`config.mk`:
```
export PLATFORM = sky130hd
export DESIGN_NAME = psl_status_led
export DESIGN_NICKNAME = d
export VERILOG_FILES = /design/src/hdl/psl_pkg.sv /design/src/hdl/psl_blink_gen.sv /design/src/hdl/psl_fan_monitor.sv /design/src/hdl/psl_status_led.sv
export SDC_FILE = /design/constraint.sdc
export NUM_CORES = 1
export LEC_CHECK = 0
export ABC_CLOCK_PERIOD_IN_PS = 5050
export CAP_MARGIN = 25
export CELL_PAD_IN_SITES_DETAIL_PLACEMENT = 0
export CELL_PAD_IN_SITES_GLOBAL_PLACEMENT = 1
export CORE_ASPECT_RATIO = 1.75
export CORE_MARGIN = 4
export CORE_UTILIZATION = 50
export CTS_CLUSTER_DIAMETER = 40
export DETAILED_ROUTE_END_ITERATION = 6
export DONT_BUFFER_PORTS = 1
export GPL_TIMING_DRIVEN = 0
export PLACE_DENSITY = 0.8
export SYNTH_ARGS = -nofsm -noshare
export SYNTH_HDL_FRONTEND = slang
export SYNTH_SLANG_ARGS = --single-unit
```
`constraint.sdc`:
```
create_clock -name I_CLOCK -period 5.05 [get_ports I_CLOCK]
set_input_delay 1.515 -clock I_CLOCK [delete_from_list [all_inputs] [get_ports I_CLOCK]]
set_output_delay 1.515 -clock I_CLOCK [all_outputs]
set_load 0.005 [all_outputs]
```
`src/hdl/psl_pkg.sv`:
```
// Package with constants and carrier types for the status lamp controller
package psl_pkg;

  localparam int unsigned CLK_HZ           = 100_000_000;
  localparam int unsigned BLINK_HZ         = 1;
  // Half period of the blink, in clock cycles
  localparam int unsigned BLINK_HALF_CYC   = CLK_HZ / (2 * BLINK_HZ);
  localparam int unsigned FAN_MIN_RPM      = 750;
  localparam int unsigned RPM_W            = 16;
  // Longest time for green to turn yellow after DC removal, in ms
  localparam int unsigned DC_LOSS_MAX_MS   = 3000;
  localparam int unsigned DC_LOSS_MAX_CYC  = (CLK_HZ / 1000) * DC_LOSS_MAX_MS;

  typedef struct packed {
    logic ac_valid;
    logic dc_in_valid;
    logic dc_out_valid;
    logic backup_active;
  } psl_power_type;

  typedef struct packed {
    logic supply_failure;
    logic protect_latched;
    logic protect_temp_off;
    logic short_overload;
    logic short_latched_off;
  } psl_fault_type;

  typedef enum logic [3:0] {
    PG_OFF    = 4'b0001,
    PG_YELLOW = 4'b0010,
    PG_GREEN  = 4'b0100,
    PG_BLINK  = 4'b1000
  } psl_pg_state_type;

endpackage : psl_pkg

```
`src/hdl/psl_blink_gen.sv`:
```
// Shared 1 Hz, 50 % duty blink timebase
`timescale 1ns/1ps
module psl_blink_gen
  import psl_pkg::*;
#(
  parameter int unsigned HALF_CYC = BLINK_HALF_CYC
) (
  input  wire logic i_clk,
  input  wire logic i_rst_b,
  output logic      o_blink
);

  logic [31:0] cnt_reg;

  always_ff @(posedge i_clk or negedge i_rst_b) begin
    if (!i_rst_b) begin
      cnt_reg <= 32'h0000_0000;
      o_blink <= 1'b0;
    end else if (cnt_reg >= HALF_CYC - 1) begin
      cnt_reg <= 32'h0000_0000;
      o_blink <= ~o_blink;
    end else begin
      cnt_reg <= cnt_reg + 32'h0000_0001;
    end
  end

endmodule : psl_blink_gen

```
`src/hdl/psl_fan_monitor.sv`:
```
// Fan tachometer threshold check
`timescale 1ns/1ps
module psl_fan_monitor
  import psl_pkg::*;
#(
  parameter int unsigned MIN_RPM = FAN_MIN_RPM
) (
  input  wire logic             i_clk,
  input  wire logic             i_rst_b,
  input  wire logic [RPM_W-1:0] i_rpm,
  output logic                  o_fan_fail
);

  always_ff @(posedge i_clk or negedge i_rst_b) begin
    if (!i_rst_b) begin
      o_fan_fail <= 1'b0;
    end else begin
      o_fan_fail <= (i_rpm < RPM_W'(MIN_RPM));
    end
  end

endmodule : psl_fan_monitor

```
`src/hdl/psl_status_led.sv`:
```
// Front-panel power-good and fault lamp controller
//
// Operation
// - Both lamps dark without valid AC, except during a backup phase.
// - Power-good steady yellow: output valid, DC input not valid.
// - Power-good steady green: output valid and DC input valid, outside a backup phase.
// - Green turns yellow within three seconds after DC removal.
// - Power-good blinks yellow at 1 Hz during backup on valid DC.
// - Power-good off whenever the DC output is invalid.
// - Fault lamp steady for failures and latching or temporary protections.
// - Short or overload keeps fault dark until latched off, AC only.
// - In DC backup, short or overload latch-off leaves fault lamp off.
// - Fan below 750 RPM is failure; fault lamp blinks at 1 Hz.
// - Fan failure alone never requests a supply shutdown.
// - Fault lamp off when no fault, protection or fan failure exists.
`timescale 1ns/1ps
module psl_status_led
  import psl_pkg::*;
#(
  parameter int unsigned HALF_CYC = BLINK_HALF_CYC,
  parameter int unsigned MIN_RPM  = FAN_MIN_RPM
) (
  input  wire logic             I_CLOCK,
  input  wire logic             I_RST_B,
  input  wire logic             I_AC_VALID,
  input  wire logic             I_DC_IN_VALID,
  input  wire logic             I_DC_OUT_VALID,
  input  wire logic             I_BACKUP_ACTIVE,
  input  wire logic             I_SUPPLY_FAILURE,
  input  wire logic             I_PROTECT_LATCHED,
  input  wire logic             I_PROTECT_TEMP_OFF,
  input  wire logic             I_SHORT_OVERLOAD,
  input  wire logic             I_SHORT_LATCHED_OFF,
  input  wire logic [RPM_W-1:0] I_FAN_RPM,
  output logic                  O_PG_GREEN,
  output logic                  O_PG_YELLOW,
  output logic                  O_FAULT_RED,
  output logic                  O_FAN_FAIL,
  output logic                  O_SHUTDOWN_REQ
);

  psl_power_type    pwr;
  psl_fault_type    flt;
  psl_pg_state_type pg_state_reg;
  psl_pg_state_type pg_state_next;
  logic             blink;
  logic             fan_fail;
  logic             lamps_enabled;
  logic             fault_steady;
  logic             fault_red_next;

  assign pwr = '{ac_valid: I_AC_VALID, dc_in_valid: I_DC_IN_VALID,
                 dc_out_valid: I_DC_OUT_VALID, backup_active: I_BACKUP_ACTIVE};
  assign flt = '{supply_failure: I_SUPPLY_FAILURE, protect_latched: I_PROTECT_LATCHED,
                 protect_temp_off: I_PROTECT_TEMP_OFF, short_overload: I_SHORT_OVERLOAD,
                 short_latched_off: I_SHORT_LATCHED_OFF};

  psl_blink_gen #(
    .HALF_CYC (HALF_CYC)
  ) psl_blink_gen_inst (
    .i_clk   (I_CLOCK),
    .i_rst_b (I_RST_B),
    .o_blink (blink)
  );

  psl_fan_monitor #(
    .MIN_RPM (MIN_RPM)
  ) psl_fan_monitor_inst (
    .i_clk      (I_CLOCK),
    .i_rst_b    (I_RST_B),
    .i_rpm      (I_FAN_RPM),
    .o_fan_fail (fan_fail)
  );

  assign lamps_enabled = pwr.ac_valid | pwr.backup_active;

  // Decision is made every cycle, so DC removal shows at the next edge, far inside 3 s
  always_comb begin
    pg_state_next = PG_OFF;
    if (!lamps_enabled) begin
      pg_state_next = PG_OFF;
    end else if (!pwr.dc_out_valid) begin
      pg_state_next = PG_OFF;
    end else if (pwr.backup_active && pwr.dc_in_valid) begin
      pg_state_next = PG_BLINK;
    end else if (pwr.dc_in_valid) begin
      pg_state_next = PG_GREEN;
    end else begin
      pg_state_next = PG_YELLOW;
    end
  end

  always_ff @(posedge I_CLOCK or negedge I_RST_B) begin
    if (!I_RST_B) begin
      pg_state_reg <= PG_OFF;
    end else begin
      pg_state_reg <= pg_state_next;
    end
  end

  always_ff @(posedge I_CLOCK or negedge I_RST_B) begin
    if (!I_RST_B) begin
      O_PG_GREEN  <= 1'b0;
      O_PG_YELLOW <= 1'b0;
    end else begin
      case (pg_state_next)
        PG_GREEN: begin
          O_PG_GREEN  <= 1'b1;
          O_PG_YELLOW <= 1'b0;
        end
        PG_YELLOW: begin
          O_PG_GREEN  <= 1'b0;
          O_PG_YELLOW <= 1'b1;
        end
        PG_BLINK: begin
          O_PG_GREEN  <= 1'b0;
          O_PG_YELLOW <= blink;
        end
        default: begin
          O_PG_GREEN  <= 1'b0;
          O_PG_YELLOW <= 1'b0;
        end
      endcase
    end
  end

  assign fault_steady = flt.supply_failure | flt.protect_latched | flt.protect_temp_off |
                        (flt.short_latched_off & ~pwr.backup_active & pwr.ac_valid);

  always_comb begin
    fault_red_next = 1'b0;
    if (!lamps_enabled) begin
      fault_red_next = 1'b0;
    end else if (fault_steady) begin
      fault_red_next = 1'b1;
    end else if (fan_fail) begin
      fault_red_next = blink;
    end else begin
      fault_red_next = 1'b0;
    end
  end

  always_ff @(posedge I_CLOCK or negedge I_RST_B) begin
    if (!I_RST_B) begin
      O_FAULT_RED    <= 1'b0;
      O_FAN_FAIL     <= 1'b0;
      O_SHUTDOWN_REQ <= 1'b0;
    end else begin
      O_FAULT_RED    <= fault_red_next;
      O_FAN_FAIL     <= fan_fail;
      O_SHUTDOWN_REQ <= flt.protect_temp_off;
    end
  end

endmodule : psl_status_led

```
==> summary.md <==
| Metric | Value |
|---|---|
| Status | `finished clean` |
| RSZ-0062 raised after global routing | `no` |
| Final Max Slew Viols | `0` |
| Top delay family on crit path | `simple AND/OR/NAND/NOR gates` |
| CP max stage delay | `500 ps` |
| Die X-Extent | `53.3 um` |
| Leak | `0.786 nW` |
| Worst reg2reg path startpoint | `psl_blink_gen_inst.cnt_reg[0]$_DFF_PN0_` |
| Post-CTS sizing | `0` |
| IO Count | `32` |
| Cell count after synthesis | `173` |
| Slowest-stage cell, CP | `or4_1` |
| Via count | `1,318` |
| # Max-Cap Violations | `0` |
| Reg2Reg Depth | `6` |
| DRT Pass-1 Iters | `4` |
| Worst Path Required | `5210 ps` |
| Area grow syn2layout | `10.5%` |
| Synthesized cell area | `1790 sq um` |
| Worst Setup End Kind | `flop` |
| Largest register FFs | `32` |
| Clock Pin Slew Worst Setup and Hold Paths | `70 ps` |
| Initial antenna violation count | `0` |
| First-pass GRT wire length | `6240 um` |
| Clk_lat worst skew | `290 ps` |
| Comb pwr share | `0.015` |
| Yosys top cell area share | `0.544` |
| Initial Utilization | `0.523` |
| Register area share after synthesis | `0.544` |
| Hold/Removal Path Class | `flop to flop` |
| Worst setup path endpoint | `psl_fan_monitor_inst.o_fan_fail$_DFF_PN0_` |
| Setup-failing EPs final | `0` |
| CTS tree | `yes` |
| Placed cells | `223` |
| Reg power frac | `0.550` |
| CTS root buf | `clkbuf_8` |
| Fin crit share | `0.438` |
| Postcts setup bufs | `0` |
| VDD IR max | `0.000275 V` |
| Top FF cell, synth | `dfrtp_1` |
| Layout cells sized above 1 | `0.102` |
| Hold path depth | `0` |
| DRC Markers | `0` |
| Commonest non-fill, non-tap cell in the layout | `dfrtp_1` |
| Non-filler cells, final | `231` |
| Slew margin rel. | `0.629` |
| GPL Wtd Cong | `0.719` |
| # clock sinks | `39` |
| Nets@finish | `213` |
| Pwr Total | `593 uW` |
| Worst EP arrival | `2380 ps` |
| Starting DRT DRC Count | `18` |
| Largest area contributor in the netlist | `dfrtp_1` |
| Setup total negative slack | `0 ps` |
| Clock share of power | `0.435` |
| Total GRT Usage | `0.183` |
| Die ar. | `4650 sq um` |
| Largest net degree at the start of global routing | `40` |
| CP startpoint kind | `input port` |
| Post-DP Area | `1870 sq um` |
| Crit path buf inv count | `0` |
| CTS max path bufs | `2` |
| Sw Ratio | `0.204` |
| Design Area, Final | `1980 sq um` |
| Antenna viol nets, final | `0` |
| Die height | `87.2 um` |
| Vias/cell | `5.71` |
| Worst slew pin tran | `557 ps` |
| FILL cells | `331` |
| Commonest non-fill, non-tap cells in the layout | `dfrtp_1, nor2_1, a21oi_1, nand3_1, o21ai_0` |
| CP startpoint | `I_FAN_RPM[15]` |
| Fmax | `452 MHz` |
| Vias in the first global route | `1,383` |
| Critical path class | `input port to flop` |
| Warnings, synthesis | `0` |
| Sw power | `121 uW` |
| Instance count on the critical path | `2` |
| Drt total wl | `3610 um` |
| Synth area leaders | `dfrtp_1, a21oi_1, xor2_1, nand3_1, nor2_1` |
| Mapped Avg Cell Area | `10.4 sq um` |
| RR Endpoint | `psl_blink_gen_inst.cnt_reg[10]$_DFF_PN0_` |
| Setup Skew | `9.24 ps` |
| # hold bufs at CTS | `0` |
| P per Cell Area | `299 nW/um^2` |
| Crit-path max FO | `1` |
| Hpwl dp | `2680 um` |
| Core ar. | `3430 sq um` |
| Grt total ovfl | `0` |
| R2R Setup Slk | `2930 ps` |
| PortBufs | `0` |
| Clock period minus worst slack | `2210 ps` |
| Post-synth EDFFs | `0` |
| Post-layout util | `0.577` |
| Post-synthesis cell type count | `37` |
| WL/cell | `15.6 um` |
| N_diodes | `0` |
| Power Internal | `472 uW` |
| Post-synth ARST share | `1.00` |
| Final Hold Fails | `0` |
| Row count | `28` |
| Seq cells post-synth | `39` |
| Num CTS Buffers | `5` |
| H-tree depth | `2` |
| Cells along the critical path | `or4_1 -> a2111oi_0` |
## per-layer routing
layer  GRT usage  wire [um]  part of all wire
met1       0.208       1390              0.39
met2       0.311       2090              0.58
met3      0.0429         77             0.021
met4      0.0907         56             0.016
met5           0          0                 0
## through the flow
step	hold WS [ps]	setup slack, ps
2_1_floorplan	355	2580
6_report	398	2840
3_5_place_dp	379	2540
3_3_place_gp	365	2570
5_1_grt	406	2750
4_1_cts	398	2820
## synth_stat cells (2+ instances only)
library cell and n:
or4_1 6, inv_1 7, dfrtp_1 39, nand3_1 12
o31ai_1 4, clkbuf_1 2, xnor2_1 5, a211oi_1 2
and3_1 2, and4_1 3, or3_1 8, o21ai_0 9
nor2_1 15, buf_6 2, nand2_1 7, nor3_1 3
nand4_1 6, a21oi_1 14, buf_2 2, xor2_1 7
and4_2 2
## worst min path at each step
stage                                                          from  slack, ps              endpoint
after floorplan           psl_fan_monitor_inst.o_fan_fail$_DFF_PN0_        350  O_FAN_FAIL$_DFF_PN0_
after detailed placement  psl_fan_monitor_inst.o_fan_fail$_DFF_PN0_        380  O_FAN_FAIL$_DFF_PN0_
after CTS                 psl_fan_monitor_inst.o_fan_fail$_DFF_PN0_        400  O_FAN_FAIL$_DFF_PN0_
after global placement    psl_fan_monitor_inst.o_fan_fail$_DFF_PN0_        370  O_FAN_FAIL$_DFF_PN0_
final                     psl_fan_monitor_inst.o_fan_fail$_DFF_PN0_        400  O_FAN_FAIL$_DFF_PN0_
after global routing      psl_fan_monitor_inst.o_fan_fail$_DFF_PN0_        410  O_FAN_FAIL$_DFF_PN0_
## logic make-up (layout without fill, tap and decap cells)
group	Yosys count	count (layout)	synth area share
AO/OA/AOI/OAI	36	36	0.123
XOR/XNOR	12	12	0.0586
adder cells (fa/ha/maj)	1	1	0.00697
buffers and inverters	13	21	0.0370
flip-flops	39	39	0.544
other	1	6	0.00209
AND/OR/NAND/NOR	71	71	0.229
## power groups by stage
| stage | Clock (mW) | Combinational, mW | Sequential [mW] |
|---|---|---|---|
| floorplan | 0 | 0.00733 | 0.331 |
| global placement | 0 | 0.00820 | 0.332 |
| detailed placement | 0 | 0.00847 | 0.333 |
| CTS | 0.267 | 0.00893 | 0.326 |
| global route | 0.279 | 0.0111 | 0.327 |
| finish | 0.258 | 0.00897 | 0.326 |
## area by class of cell
| cell class | count | area [sq um] | area share |
|---|---|---|---|
| multi-input cells | 126 | 771 | 0.389 |
| inverters | 7 | 26.3 | 0.0133 |
| flip-flops and latches | 39 | 976 | 0.492 |
| plain buffers | 6 | 40.0 | 0.0202 |
| clock inverters | 3 | 43.8 | 0.0221 |
| well taps | 45 | 56.3 | 0.0284 |
| clock buffers | 5 | 68.8 | 0.0347 |
## worst register-to-register path: stages, from the launching register on
cell and delay (ps):
dfrtp_1 430, ha_1 270, and3_1 250, a211oi_1 300, o2111ai_2 360, buf_2 310
nor2_1 130
(Power assumes the default switching activity.)
